--- src/core/power_seq_pkg.sv ---
// power_seq_pkg: shared constants for the five-channel power sequencer
// assumes clk is the master oscillator domain at 200 MHz
package power_seq_pkg;
    // ************************************************************
    // timing
    // ************************************************************
    localparam int CLK_PERIOD_PS     = 5000;
    localparam int ONESHOT_NS        = 300;
    localparam int ONESHOT_CYC       = (ONESHOT_NS * 1000 + CLK_PERIOD_PS - 1) / CLK_PERIOD_PS;
    localparam int OSC_PERIOD_CYC    = 400;
    localparam int SOFTSTART_OSC     = 4096;
    localparam int BUCK_DELAY_OSC    = 1024;
    localparam int FAULT_OSC         = 100000;
    // ************************************************************
    // duty ceiling in percent of the oscillator period
    // ************************************************************
    localparam int DUTY_MAX_PCT      = 85;
    localparam int DUTY_MIN_PCT      = 80;
    localparam int REF_W             = 12;
    localparam int NUM_AUX           = 3;
    localparam int NUM_CH            = 5;
    localparam int CH_BOOST          = 0;
    localparam int CH_BUCK           = 1;
    localparam int CH_AUX0           = 2;
    typedef enum logic [1:0] {
        SEQ_OFF     = 2'b00,
        SEQ_BOOST   = 2'b01,
        SEQ_RUN     = 2'b10,
        SEQ_LATCHED = 2'b11
    } seq_state_t;
endpackage

--- src/core/softstart_ramp.sv ---
// softstart_ramp: reference ramp from zero to full scale over a count of oscillator cycles
// assumes osc_tick is a one-cycle pulse per oscillator cycle on clk
module softstart_ramp
    import power_seq_pkg::*;
#(
    parameter int STEPS = SOFTSTART_OSC
) (
    input  wire logic              clk,
    input  wire logic              arst_n,
    input  wire logic              run,
    input  wire logic              osc_tick,
    output logic [REF_W-1:0]       ref_level,
    output logic                   ramping
);
    if (STEPS < 2 || STEPS > (1 << REF_W)) begin : g_bad_steps
        $error("softstart_ramp: STEPS out of range");
    end
    logic [REF_W:0] cnt_r;
    logic [REF_W:0] cnt_nxt;
    // ************************************************************
    // ramp counter, restarts whenever the channel is dropped
    // ************************************************************
    always_comb begin
        cnt_nxt = cnt_r;
        if (!run)
            cnt_nxt = '0;
        else if (osc_tick && cnt_r < (REF_W+1)'(STEPS))
            cnt_nxt = cnt_r + 1'b1;
    end
    always_ff @(posedge clk or negedge arst_n) begin
        if (!arst_n)
            cnt_r <= '0;
        else
            cnt_r <= cnt_nxt;
    end
    assign ramping   = run && cnt_r < (REF_W+1)'(STEPS);
    assign ref_level = (cnt_r >= (REF_W+1)'(STEPS)) ? {REF_W{1'b1}} : cnt_r[REF_W-1:0];
endmodule

--- src/core/multichannel_power_sequencer.sv ---
// multichannel_power_sequencer: sequencing, fault latch and aux gate timing
// assumes all status inputs are asynchronous pins; clk is the device clock
// What this block does
// - aux gate goes high at cycle start
// - gate drops at ramp over comp or ceiling
// - duty ceiling at least eighty, typically 85%
// - buck and aux held until boost regulates
// - continuous fault count latches all off
// - latch clears only by boost re-enable
// - fault ignored during channel soft-start
// - buck and aux reference ramp 4096 cycles
// - boost starts with no ramp
// - high enable input turns channel on
// - oscillator charges, 300ns discharge, repeats
// - startup oscillator until boost reaches 2.5V
// - reference on with buck enable and rail
// - slaves share the master timing signal
// - aux gates low in shutdown or thermal
// - buck soft-start 1024 cycles after regulation
module multichannel_power_sequencer
    import power_seq_pkg::*;
#(
    parameter int OSC_CYC   = OSC_PERIOD_CYC,
    parameter int FAULT_CNT = FAULT_OSC,
    parameter int BUCK_DLY  = BUCK_DELAY_OSC,
    parameter int SS_STEPS  = SOFTSTART_OSC
) (
    input  wire logic                clk,
    input  wire logic                arst_n,
    input  wire logic                boost_enable_in,
    input  wire logic                buck_enable_in,
    input  wire logic                aux_one_enable_in,
    input  wire logic                aux_two_enable_in,
    input  wire logic                aux_three_enable_in,
    input  wire logic                boost_in_reg,
    input  wire logic                boost_above_startup,
    input  wire logic                buck_rail_above,
    input  wire logic [NUM_CH-1:0]   ch_in_reg,
    input  wire logic                thermal_limit,
    input  wire logic [REF_W-1:0]    aux_comp_level [NUM_AUX],
    output logic [NUM_AUX-1:0]       aux_gate_drive,
    output logic                     master_timing_node,
    output logic                     boost_switch_node,
    output logic                     boost_startup_osc,
    output logic                     buck_run,
    output logic [REF_W-1:0]         buck_ref,
    output logic [REF_W-1:0]         aux_ref [NUM_AUX],
    output logic                     ref_enable,
    output logic                     fault_latched
);
    localparam int DUTY_CYC = (OSC_CYC * DUTY_MAX_PCT) / 100;
    // ************************************************************
    // elaboration checks: counters below are sized for these ranges
    // ************************************************************
    if (OSC_CYC <= ONESHOT_CYC + 1 || OSC_CYC > (1 << 16)) begin : g_bad_osc
        $error("osc period too short for the one-shot or too long for its counter");
    end
    if (DUTY_CYC * 100 < OSC_CYC * DUTY_MIN_PCT) begin : g_bad_duty
        $error("duty ceiling below the guaranteed minimum");
    end
    if (FAULT_CNT < 2 || FAULT_CNT >= (1 << 17)) begin : g_bad_fault
        $error("fault count out of range");
    end
    if (BUCK_DLY < 1 || BUCK_DLY >= (1 << 11)) begin : g_bad_dly
        $error("buck delay out of range");
    end
    // ************************************************************
    // input synchronisers
    // ************************************************************
    localparam int NSYNC = 9;
    logic [NSYNC-1:0] raw;
    logic [NSYNC-1:0] s1_r;
    logic [NSYNC-1:0] s2_r;
    assign raw = {thermal_limit, buck_rail_above, boost_above_startup, boost_in_reg,
                  aux_three_enable_in, aux_two_enable_in, aux_one_enable_in,
                  buck_enable_in, boost_enable_in};
    logic [NUM_CH-1:0] reg_s1_r;
    logic [NUM_CH-1:0] reg_s2_r;
    always_ff @(posedge clk or negedge arst_n) begin
        if (!arst_n) begin
            s1_r     <= '0;
            s2_r     <= '0;
            reg_s1_r <= '0;
            reg_s2_r <= '0;
        end else begin
            s1_r     <= raw;
            s2_r     <= s1_r;
            reg_s1_r <= ch_in_reg;
            reg_s2_r <= reg_s1_r;
        end
    end
    logic boost_en, buck_en, thermal, boost_reg, boost_up, buck_rail;
    logic [NUM_AUX-1:0] aux_en;
    assign boost_en  = s2_r[0];
    assign buck_en   = s2_r[1];
    assign aux_en    = s2_r[4:2];
    assign boost_reg = s2_r[5];
    assign boost_up  = s2_r[6];
    assign buck_rail = s2_r[7];
    assign thermal   = s2_r[8];
    // ************************************************************
    // master oscillator: charge phase then one-shot discharge
    // ************************************************************
    logic [15:0] osc_r, osc_nxt;
    logic        tick;
    always_comb begin
        osc_nxt = (osc_r == 16'(OSC_CYC - 1)) ? 16'h0000 : osc_r + 16'h0001;
    end
    assign tick = (osc_r == 16'h0000);
    // ************************************************************
    // sequencer state
    // ************************************************************
    seq_state_t st_r, st_nxt;
    logic       boost_en_d_r;
    logic [10:0] dly_r, dly_nxt;
    logic       aux_go;
    logic       buck_go;
    logic [NUM_CH-1:0] ramp_busy;
    logic [NUM_CH-1:0] fault_hit;
    always_comb begin
        st_nxt  = st_r;
        dly_nxt = dly_r;
        unique case (st_r)
            SEQ_OFF:     if (boost_en) st_nxt = SEQ_BOOST;
            SEQ_BOOST:   if (!boost_en) st_nxt = SEQ_OFF;
                         else if (boost_reg) st_nxt = SEQ_RUN;
            SEQ_RUN:     if (!boost_en) st_nxt = SEQ_OFF;
                         else if (|fault_hit) st_nxt = SEQ_LATCHED;
            SEQ_LATCHED: if (boost_en && !boost_en_d_r) st_nxt = SEQ_BOOST;
        endcase
        if (st_nxt != SEQ_RUN)
            dly_nxt = '0;
        else if (tick && dly_r < 11'(BUCK_DLY))
            dly_nxt = dly_r + 11'h001;
    end
    assign aux_go  = (st_r == SEQ_RUN);
    assign buck_go = aux_go && buck_en && dly_r >= 11'(BUCK_DLY);
    // ************************************************************
    // soft-start ramps and per-channel fault counters
    // ************************************************************
    logic [NUM_AUX-1:0] aux_on;
    logic [REF_W-1:0]   aux_ref_w [NUM_AUX];
    logic [REF_W-1:0]   buck_ref_w;
    logic [16:0] fcnt_r [NUM_CH];
    logic [16:0] fcnt_nxt [NUM_CH];
    logic [NUM_CH-1:0] ch_active;
    assign ch_active = {aux_on, buck_go, st_r == SEQ_RUN};
    softstart_ramp #(.STEPS(SS_STEPS)) u_buck_ss (
        .clk(clk), .arst_n(arst_n), .run(buck_go), .osc_tick(tick),
        .ref_level(buck_ref_w), .ramping(ramp_busy[CH_BUCK]));
    assign ramp_busy[CH_BOOST] = 1'b0;
    genvar g;
    generate
        for (g = 0; g < NUM_AUX; g++) begin : g_aux
            assign aux_on[g] = aux_go && aux_en[g] && !thermal;
            softstart_ramp #(.STEPS(SS_STEPS)) u_ss (
                .clk(clk), .arst_n(arst_n), .run(aux_on[g]), .osc_tick(tick),
                .ref_level(aux_ref_w[g]), .ramping(ramp_busy[CH_AUX0+g]));
        end
        for (g = 0; g < NUM_CH; g++) begin : g_flt
            always_comb begin
                fcnt_nxt[g] = fcnt_r[g];
                if (!ch_active[g] || ramp_busy[g] || reg_s2_r[g])
                    fcnt_nxt[g] = '0;
                else if (tick && fcnt_r[g] < 17'(FAULT_CNT))
                    fcnt_nxt[g] = fcnt_r[g] + 17'h00001;
            end
            assign fault_hit[g] = fcnt_r[g] >= 17'(FAULT_CNT);
        end
    endgenerate
    // ************************************************************
    // aux gate timing
    // ************************************************************
    logic [NUM_AUX-1:0] gate_nxt;
    logic [REF_W-1:0]   saw;
    assign saw = REF_W'((32'(osc_r) << REF_W) / OSC_CYC);
    always_comb begin
        for (int i = 0; i < NUM_AUX; i++) begin
            gate_nxt[i] = aux_gate_drive[i];
            if (!aux_on[i] || st_nxt != SEQ_RUN)
                gate_nxt[i] = 1'b0;
            else if (osc_nxt == 16'h0000)
                gate_nxt[i] = 1'b1;
            else if (osc_nxt >= 16'(DUTY_CYC) || saw > aux_comp_level[i])
                gate_nxt[i] = 1'b0;
        end
    end
    // ************************************************************
    // registers and registered outputs
    // ************************************************************
    always_ff @(posedge clk or negedge arst_n) begin
        if (!arst_n) begin
            osc_r              <= 16'(OSC_CYC - 1); // first edge opens a full one-shot
            st_r               <= SEQ_OFF;
            dly_r              <= '0;
            boost_en_d_r       <= 1'b0;
            aux_gate_drive     <= '0;
            master_timing_node <= 1'b0;
            boost_switch_node  <= 1'b0;
            boost_startup_osc  <= 1'b0;
            buck_run           <= 1'b0;
            buck_ref           <= '0;
            ref_enable         <= 1'b0;
            fault_latched      <= 1'b0;
            for (int i = 0; i < NUM_CH; i++) fcnt_r[i] <= '0;
            for (int i = 0; i < NUM_AUX; i++) aux_ref[i] <= '0;
        end else begin
            osc_r              <= osc_nxt;
            st_r               <= st_nxt;
            dly_r              <= dly_nxt;
            boost_en_d_r       <= boost_en;
            aux_gate_drive     <= gate_nxt;
            master_timing_node <= osc_nxt < 16'(ONESHOT_CYC);
            boost_startup_osc  <= boost_en && !boost_up;
            boost_switch_node  <= boost_en && !boost_up && osc_nxt < 16'(OSC_CYC / 2);
            buck_run           <= buck_go;
            buck_ref           <= buck_ref_w;
            ref_enable         <= buck_en && buck_rail;
            fault_latched      <= (st_nxt == SEQ_LATCHED);
            for (int i = 0; i < NUM_CH; i++) fcnt_r[i] <= fcnt_nxt[i];
            for (int i = 0; i < NUM_AUX; i++) aux_ref[i] <= aux_ref_w[i];
        end
    end
endmodule

--- config.mk ---
export PLATFORM = sky130hd
export DESIGN_NAME = multichannel_power_sequencer
export DESIGN_NICKNAME = d
export VERILOG_FILES = /design/src/core/power_seq_pkg.sv /design/src/core/softstart_ramp.sv /design/src/core/multichannel_power_sequencer.sv
export SDC_FILE = /design/constraint.sdc
export NUM_CORES = 1
export LEC_CHECK = 0
export BUFFER_PORTS_ARGS = -buffer_cell sky130_fd_sc_hd__buf_4
export CAP_MARGIN = 20
export CORE_MARGIN = 5
export CORE_UTILIZATION = 50
export DETAILED_ROUTE_END_ITERATION = 8
export PLACE_DENSITY_LB_ADDON = 0.15
export SLEW_MARGIN = 20
export SYNTH_ARGS = -nofsm -noshare
export SYNTH_HDL_FRONTEND = slang
export SYNTH_SLANG_ARGS = --single-unit
export TNS_END_PERCENT = 5
--- constraint.sdc ---
create_clock -name clk -period 18 [get_ports clk]
set_clock_uncertainty 0.15 [all_clocks]
set_input_delay 3.6 -clock clk [delete_from_list [all_inputs] [get_ports clk]]
set_output_delay 3.6 -clock clk [all_outputs]
set_load 0.01 [all_outputs]
==> results of run 1 <==
## flip-flops by register name, summed over array words and instances, names as in the netlist, 2 cells and up
register,count
reg_s1_r,5
reg_s2_r,5
fcnt_r,85
dly_r,11
aux_ref,36
aux_gate_drive,3
s1_r,9
u_buck_ss.cnt_r,13
s2_r,9
g_aux.u_ss.cnt_r,39
osc_r,16
buck_ref,12
st_r,2
## synthesized netlist by cell type (22+ instances only)
cell type,number
sky130_fd_sc_hd__o211ai_1,24
sky130_fd_sc_hd__nor2b_1,28
sky130_fd_sc_hd__ha_1,63
sky130_fd_sc_hd__nand4_1,52
sky130_fd_sc_hd__clkbuf_1,39
sky130_fd_sc_hd__nand3_1,67
sky130_fd_sc_hd__nor3_1,47
sky130_fd_sc_hd__dfrtp_1,246
sky130_fd_sc_hd__xnor2_1,61
sky130_fd_sc_hd__xor2_1,89
sky130_fd_sc_hd__nand2_1,121
sky130_fd_sc_hd__o21ai_0,78
sky130_fd_sc_hd__or3_1,45
sky130_fd_sc_hd__nand2b_1,24
sky130_fd_sc_hd__a21o_1,28
sky130_fd_sc_hd__a211oi_1,22
sky130_fd_sc_hd__inv_1,87
sky130_fd_sc_hd__a21oi_1,85
sky130_fd_sc_hd__and3_1,31
sky130_fd_sc_hd__nor2_1,229
sky130_fd_sc_hd__or2_2,60
## logic make-up after synthesis
family	count (synthesis)	share of synthesized area
xor gates and xnor gates	150	0.07817
and+or+nand+nor	807	0.2502
DFF	252	0.3756
buffers and inverters	156	0.03879
AOI/OAI and AO/OA	429	0.1863
adders and majority gates	69	0.05055
muxes	32	0.02032
## cell usage in the layout (no fill, tap or decap), drive strengths merged, types with 16 or more instances in the layout
master / netlist / final
nor2: 229 / 229
ha: 63 / 63
nand4: 52 / 52
nand2b: 24 / 24
inv: 89 / 93
xor2: 89 / 89
o21ai: 87 / 87
a31oi: 16 / 16
o21a: 19 / 19
nand2: 123 / 123
or3: 45 / 45
a21o: 28 / 28
nor3: 50 / 50
mux2i: 21 / 21
buf: 26 / 150
a211oi: 23 / 23
or2: 65 / 65
clkbuf: 39 / 34
a21oi: 88 / 88
xnor2: 61 / 61
and2: 21 / 21
nor4: 24 / 24
dfrtp: 246 / 246
o211ai: 24 / 24
nor2b: 28 / 28
and3: 31 / 31
nand3: 67 / 67
## final timing paths
path / endpoint / cells after the start
worst max-delay path: aux_gate_drive[2]$_DFFE_PN0P_ / 65
worst min register to register: s2_r[3]$_DFF_PN0_ / 0
worst min-delay path: s2_r[3]$_DFF_PN0_ / 0
max in group asynchronous: fcnt_r[54]$_DFFE_PN0P_ / 3
worst max register to register: aux_gate_drive[2]$_DFFE_PN0P_ / 65
min in group asynchronous: aux_ref[30]$_DFF_PN0_ / 1
## repair_timing
action | in CTS | in global routing
endpoints found under the setup margin | 3 | 3
cloned | 0 | 1
pin swaps | 0 | 10
gates resized for setup | 9 | 44
setup buffers | 0 | 19
## layer usage
layer | wire [µm] | vias up
met5 | 0 | -
met2 | 18710 | 389
li1 | - | 7082
met4 | 714 | 0
met3 | 1867 | 63
met1 | 18820 | 6901
## power breakdown
group	total, mW	switching, mW	internal (mW)
clock network	0.530	0.226	0.305
logic	0.0526	0.0336	0.0190
registers	0.579	0.00520	0.573
## critical path: cells and delay by family, from the launching register on
kind	cells	cell delay [ns]
DFF	1	0.53
and+or+nand+nor	24	5.72
AOI/OAI and AO/OA	25	6.72
xor gates and xnor gates	2	0.35
adders and majority gates	6	1.80
muxes	4	1.19
buffers and inverters	4	0.56
## final cells by class
class | instances | area, µm²
tap | 448 | 560.5
fill | 2931 | 13980
clock buffer | 34 | 732.0
sequential | 252 | 6317
clock inverter | 15 | 122.6
inverter | 91 | 341.6
multi-input combinational | 1488 | 10160
timing repair buffer | 150 | 1146
==> results.md, run 1 <==
Floorplanning:
- The floorplan step set the die height to 193.3 µm.
- The standard cell core area is 33360 µm².
- During I/O placement, the number of pins put on the boundary was 109.
- The initial utilization of the core area, before any placement, comes to 0.5038.
- The die covers 37380 µm².
- The die span in x is 193.3 µm.
- The floorplan has 67 rows.

Yosys:
- The register bit total from synthesis is 252.
- The async set-reset flop share out of synthesis is 1.000.
- A synthesized cell averages 8.869 µm².
- The synthesized netlist contains 106 unique library cells.
- By area the synthesized netlist is led by sky130_fd_sc_hd__dfrtp_1, sky130_fd_sc_hd__nor2_1, sky130_fd_sc_hd__ha_1.
- The total number of yosys warnings is 0.
- The post-synthesis cell type with the largest combined area is sky130_fd_sc_hd__dfrtp_1.
- The commonest register cell after synthesis is sky130_fd_sc_hd__dfrtp_1.
- The fraction of the yosys area taken by sequential cells is 0.3756.
- The share of the synthesized area in the top cell type is 0.3663.
- Counting every net in the synthesized netlist gives 2010.
- The gate count of the mapped netlist is 1895.
- Yosys mapped a number of flops with a built-in enable equal to 0.
- The netlist area before placement is 16810 µm².

Setup path:
- Along the worst path, the maximum fanout reaches 20.
- Counting stages on the worst path, the most repeated cell is sky130_fd_sc_hd__ha_1.
- The startpoint identified for the worst register-to-register timing path is osc_r[10]$_DFF_PN0_.
- The critical path starts at osc_r[10]$_DFF_PN0_.
- The critical path's largest stage delay is 0.65 ns.
- The worst setup path is launched from a flop.
- The largest individual stage delay along the critical path comes from the cell sky130_fd_sc_hd__or4_1.
- The worst setup path is captured at a flop.
- The slack of the worst reg-to-reg path is 0.86 ns.
- At the worst endpoint, the arrival time is 17.43 ns.
- Data on the critical path is required at its endpoint by 18.28 ns.
- The worst setup path is of the flop to flop kind.

Final layout:
- The relative area change from synthesis to final layout is 15.31%.
- The diode insertion count for antenna repair is 0.
- The fraction of final layout cells sized beyond drive strength 1 is 0.1729.
- The final cell area excluding filler cells is 19380 µm².
- The final core utilization is 0.5809.
- The finished layout holds 2478 standard cells, fillers aside.
- In the final design database the tool counted 2125 nets.

Drt:
- The total routed wirelength is 40.11 mm.
- The ratio of routed vias to standard cells is 5.825.
- The detailed-routing iteration count for the pre-antenna-repair pass is 5.
- The overall via count from detail_route is 14440.
- The number of nets with antenna violations after routing is 0.
- The number of remaining DRC errors is 0.
- The first routing iteration left 1064 violations.
- In the final routed layout, each cell accounts on average for 16.19 µm.

Global route:
- The number of antenna violations at the first check in global routing is 0.
- For this run, global-route usage on met2 was measured as 0.3333.
- After global routing, the most crowded layer is met2.
- The number of global-route vias before repair came to 13650.
- Entering global routing, the biggest net connects 107 pins.
- For this run, global-route usage on met1 was measured as 0.2965.
- After global routing the overflow that remains totals 0.
- In the global route stage, overall resource usage came out at 0.2054.
- The first global-routing pass estimated 67.32 mm of wire.
- The met3 track demand over resource is 0.02748.

Placement:
- The half-perimeter wire length of the detailed placement result is 28.81 mm.
- The worst setup slack before clock tree synthesis is -0.4595 ns.
- Once placement completed, the tool counted placed cells totaling 2409.
- The total placed instance area is 18060 µm².
- The total of buffers placed on input and output ports is 108.
- The routability-driven placement congestion ratio is 0.9454.

Worst hold path:
- The tightest min-delay check is of the flop to flop type.
- The worst hold path begins at s1_r[3]$_DFF_PN0_.

Clock tree:
- The clock transition at the register clock pins on the worst setup and hold paths after CTS is 0.07 ns.
- The total clock buffers created by CTS is 27.
- The later-pin clock latency in the skew report is 0.54 ns.
- The tree is rooted in a sky130_fd_sc_hd__clkbuf_16.
- Counting along the longest clock path gives a buffer depth of 3.
- The clock net sink count is 252.
- In this run the number of H-tree levels came out at 1.
- The TritonCTS clock tree is yes.
- For this design, the CTS-stage hold fixing added 0 buffers.

Timing:
- The least setup slack across all paths after layout is 0.8550 ns.
- The number of endpoints failing setup at the final stage is 0.
- The total negative slack for setup checks is 0 ns.
- The worst pin sits at a relative slew slack of 0.3826.
- Hold timing on the final database bottoms out at a slack of 0.1970 ns.
- The number of endpoints with negative hold slack in the final report is 0.
- The total count of max-transition violations in the final report is 0.
- The highest clock frequency the design can meet is 58.33 MHz.
- The worst path needs 17.14 ns of the cycle, external delays included.
- The transition time at the pin with the least slew margin is 0.9195 ns.
- The final cycle utilization of the critical path is 0.9525.

Flow run:
- Max-cap violations in this run came to 0.

Status:
- The run finished with clean final reports.

Pwr:
- The design draws 1.161 mW.
- Power spread over the standard cell area amounts to 59.93 nW/µm².
- The leakage power is 8.414 nW.
- The worst-case vdd ir drop is 71.10 µV.
No activity file was read; power rests on OpenSTA's default activity.
==> run 2: changes to the inputs <==
--- a/config.mk
+++ b/config.mk
@@ -7,10 +7,12 @@
 export LEC_CHECK = 0
 export BUFFER_PORTS_ARGS = -buffer_cell sky130_fd_sc_hd__buf_4
 export CAP_MARGIN = 20
+export CELL_PAD_IN_SITES_DETAIL_PLACEMENT = 0
+export CELL_PAD_IN_SITES_GLOBAL_PLACEMENT = 1
 export CORE_MARGIN = 5
-export CORE_UTILIZATION = 50
+export CORE_UTILIZATION = 43
 export DETAILED_ROUTE_END_ITERATION = 8
-export PLACE_DENSITY_LB_ADDON = 0.15
+export PLACE_DENSITY = 0.75
 export SLEW_MARGIN = 20
 export SYNTH_ARGS = -nofsm -noshare
 export SYNTH_HDL_FRONTEND = slang
==> results.md, run 2 (same netlist as run 1, synthesis figures left out) <==
Floorplanning:
- The placement row count was 72 (+7.5%).
- The die span in y came to 207.7 µm (+7.4%).
- The total die area is 43140 µm² (+15%).
- The boundary pin count came to 109 (unchanged).
- The die span in x is 207.7 µm (+7.4%).
- The standard cell core area came to 38650 µm² (+16%).
- The initial cell density of the core is 0.4349 (-0.06886).

Timing:
- The least setup slack across all paths after layout is 1.112 ns (+0.2566 ns).
- The highest clock frequency the design can meet is 59.21 MHz (+1.5%).
- The worst slew margin relative to its limit is 0.3824 (about the same).
- The worst hold slack is 0.1982 ns (+0.001232 ns).
- The transition time at the pin with the least slew margin was 0.9264 ns (+0.006972 ns).
- The final cycle utilization of the critical path is 0.9382 (-0.01426).
- The total count of max-transition violations in the final report is 0 (unchanged).
- The number of endpoints failing setup at the final stage is 0 (unchanged).
- The final critical path time including I/O delays and setup is 16.89 ns (-0.2566 ns).
- The number of endpoints with negative hold slack in the final report is 0 (unchanged).
- Setup repair after global routing could not meet its margin everywhere.

Placement:
- The total of buffers placed on input and output ports was 108 (unchanged).
- The half-perimeter wire length of the detailed placement result is 30.62 mm (+6.3%).
- The worst setup slack before clock tree synthesis is -0.2874 ns (+0.1721 ns).
- The routability-driven placement congestion ratio is 0.9153 (-3.2%).

Setup path:
- The slack of the worst reg-to-reg path is 1.11 ns (+0.26 ns).
- In this run the critical register-to-register path is captured at aux_gate_drive[2]$_DFFE_PN0P_.
- The critical path's largest stage delay is 0.65 ns (about the same).
- STA classifies the critical path startpoint as a flop.
- The required time at the worst-slack endpoint is 18.30 ns (+0.02 ns).
- The worst register-to-register path begins at osc_r[10]$_DFF_PN0_.
- The worst setup path is captured at a flop.
- The critical-path maximum fanout is 20 (unchanged).
- The kind of critical path is flop to flop.
- The data arrival time of the critical path was 17.18 ns (-0.25 ns).
- The number of cells on the worst reg-to-reg path is 65 (unchanged).
- The cell occurring most often along the worst timing path is sky130_fd_sc_hd__ha_1.
- The cell type of the slowest stage on the worst timing path is sky130_fd_sc_hd__or4_1.

Drt:
- The total routed wirelength is 42.15 mm (+5.1%).
- The overall via count from detail_route is 14300 (-0.92%).
- The ratio of routed vias to standard cells is 5.613 (-3.6%).
- The mean routed wirelength per cell is 16.54 µm (+2.2%).
- The number of nets with antenna violations after routing is 0 (unchanged).
- The number of remaining DRC errors is 0 (unchanged).
- The detailed-routing iteration count for the pre-antenna-repair pass is 5 (unchanged).
- The DRC violation total after the first TritonRoute iteration came to 840 (-21%).

Pwr:
- The leakage power is 8.471 nW (+0.67%).
- The power density normalized to cell area is 64.91 nW/µm² (+8.3%).
- The worst-case vdd ir drop came to 74.53 µV (+4.8%).

Global route:
- The number of antenna violations at the first check in global routing is 0 (unchanged).
- The pin count of the biggest net entering global routing came to 110 (+2.8%).
- The global routing usage summed across all routing layers is 0.1871 (-0.01833).
- The total congestion overflow after global routing is 0 (unchanged).
- The first-pass GRT wire length is 70.44 mm (+4.6%).
- The number of global-route vias before repair was 13980 (+2.4%).

Final layout:
- The final-stage net count is 2124 (-0.047%).
- The area of the multi-input gates is 10040 µm² (-1.2%).
- The number of flip-flops in the largest register is 85 (unchanged).
- The library cell used most frequently in the layout, excluding fill and tap cells, is sky130_fd_sc_hd__dfrtp_1.
- The fraction of final layout cells sized beyond drive strength 1 is 0.1700 (-0.002956).
- The largest registers in the layout are fcnt_r: 85 flops, g_aux.u_ss.cnt_r: 39 flops, aux_ref: 36 flops.
- The diode insertion count for antenna repair is 0 (unchanged).
- The register containing the most flip-flops in the final layout is fcnt_r.
- The area growth from synthesis to layout is 16.07%.
- The top cell types in the final layout, fill and taps aside, are sky130_fd_sc_hd__dfrtp_1, sky130_fd_sc_hd__nor2_1, sky130_fd_sc_hd__buf_4, sky130_fd_sc_hd__nand2_1, sky130_fd_sc_hd__xor2_1.
- The sequential cell area in the final layout is 6317 µm² (unchanged).
- The final-layout fill cell count is 3694 (+26%).

Status:
- The flow ran to the end, and the final reports show no timing, DRC or antenna violations.

Flow run:
- The max-cap violation count is 0 (unchanged).

Clock tree:
- The clock transition at the register clock pins on the worst setup and hold paths after CTS came to 0.07 ns (about the same).
- TritonCTS built the clock tree.
- The worst-case clock buffer depth came to 3 (unchanged).
- The tree is rooted in a sky130_fd_sc_hd__clkbuf_16.
- The deepest level of the CTS H-tree is 1 (unchanged).
- The total clock buffers created by CTS is 28 (+3.7%).
- The later-pin clock latency in the skew report is 0.54 ns (about the same).
- The clock net sink count is 252 (unchanged).

Worst hold path:
- The number of cells on the worst hold path came to 0 (unchanged).
- The worst hold path class is flop to flop.
- The start point of the worst min-delay path is s1_r[4]$_DFF_PN0_.
- The worst hold path terminates at s2_r[4]$_DFF_PN0_.
run 2: power by group:
group / total, mW / switching, mW / internal, mW
Sequential: 0.578 / 0.00501 / 0.573
Combinational: 0.0540 / 0.0351 / 0.0190
Clock: 0.634 / 0.235 / 0.399
run 2: timing repair:
item / 4_1_cts / 5_1_grt
endpoints found under the setup margin: 3 / 3
setup buffers: 0 / 15
gates cloned: 0 / 0
pin swaps: 1 / 8
gates resized for setup: 4 / 32
hold buffers: 0 / 0
run 2: through the flow:
stage                     utilization  cells  setup TNS, ns  total power, mW  area, µm²
after detailed placement       0.4701   2482        -0.5161           0.6444      18170
after global placement         0.4701   2482              0           0.6436      18170
after global routing           0.5048   2548        -0.1645            1.315      19510
after CTS                      0.4974   2533              0            1.284      19220
final                          0.5048   2548              0            1.266      19510
after floorplan                     -   1895              0           0.6105      16810
run 2: final cells by class:
class / instances / area share
Clock buffer: 33 / 0.03842
Clock inverter: 18 / 0.01469
Inverter: 91 / 0.01751
Multi-Input combinational cell: 1487 / 0.5146
Sequential cell: 252 / 0.3238
Tap cell: 518 / 0.03322
Timing Repair Buffer: 149 / 0.05772
run 2: how the worst max path moves through the flow:
stage                         from                       endpoint  slack, ns
3_3_place_gp   osc_r[10]$_DFF_PN0_  aux_gate_drive[1]$_DFFE_PN0P_       0.21
5_1_grt        osc_r[10]$_DFF_PN0_  aux_gate_drive[2]$_DFFE_PN0P_      -0.10
6_report       osc_r[10]$_DFF_PN0_  aux_gate_drive[2]$_DFFE_PN0P_       1.11
3_5_place_dp   osc_r[10]$_DFF_PN0_  aux_gate_drive[2]$_DFFE_PN0P_      -0.29
4_1_cts        osc_r[10]$_DFF_PN0_  aux_gate_drive[2]$_DFFE_PN0P_       0.02
2_1_floorplan  osc_r[10]$_DFF_PN0_  aux_gate_drive[1]$_DFFE_PN0P_       0.18
run 2: critical path, delay by kind of cell (launching register included):
kind | cells | cell delay [ns]
flip-flops | 1 | 0.52
buffers and inverters | 4 | 0.47
XOR/XNOR | 3 | 0.54
adder cells (fa/ha/maj) | 7 | 1.91
AO/OA/AOI/OAI | 26 | 7.29
multiplexers | 3 | 1.05
AND/OR/NAND/NOR | 22 | 4.84
run 2: routing by layer:
metal,share of wire,wire length [µm],GRT usage,vias up
met5,0,0,0,-
met4,0.017,727,0.03896,0
met3,0.039,1642,0.02191,55
met2,0.46,19500,0.3090,307
met1,0.48,20280,0.2674,6861
li1,-,-,-,7079
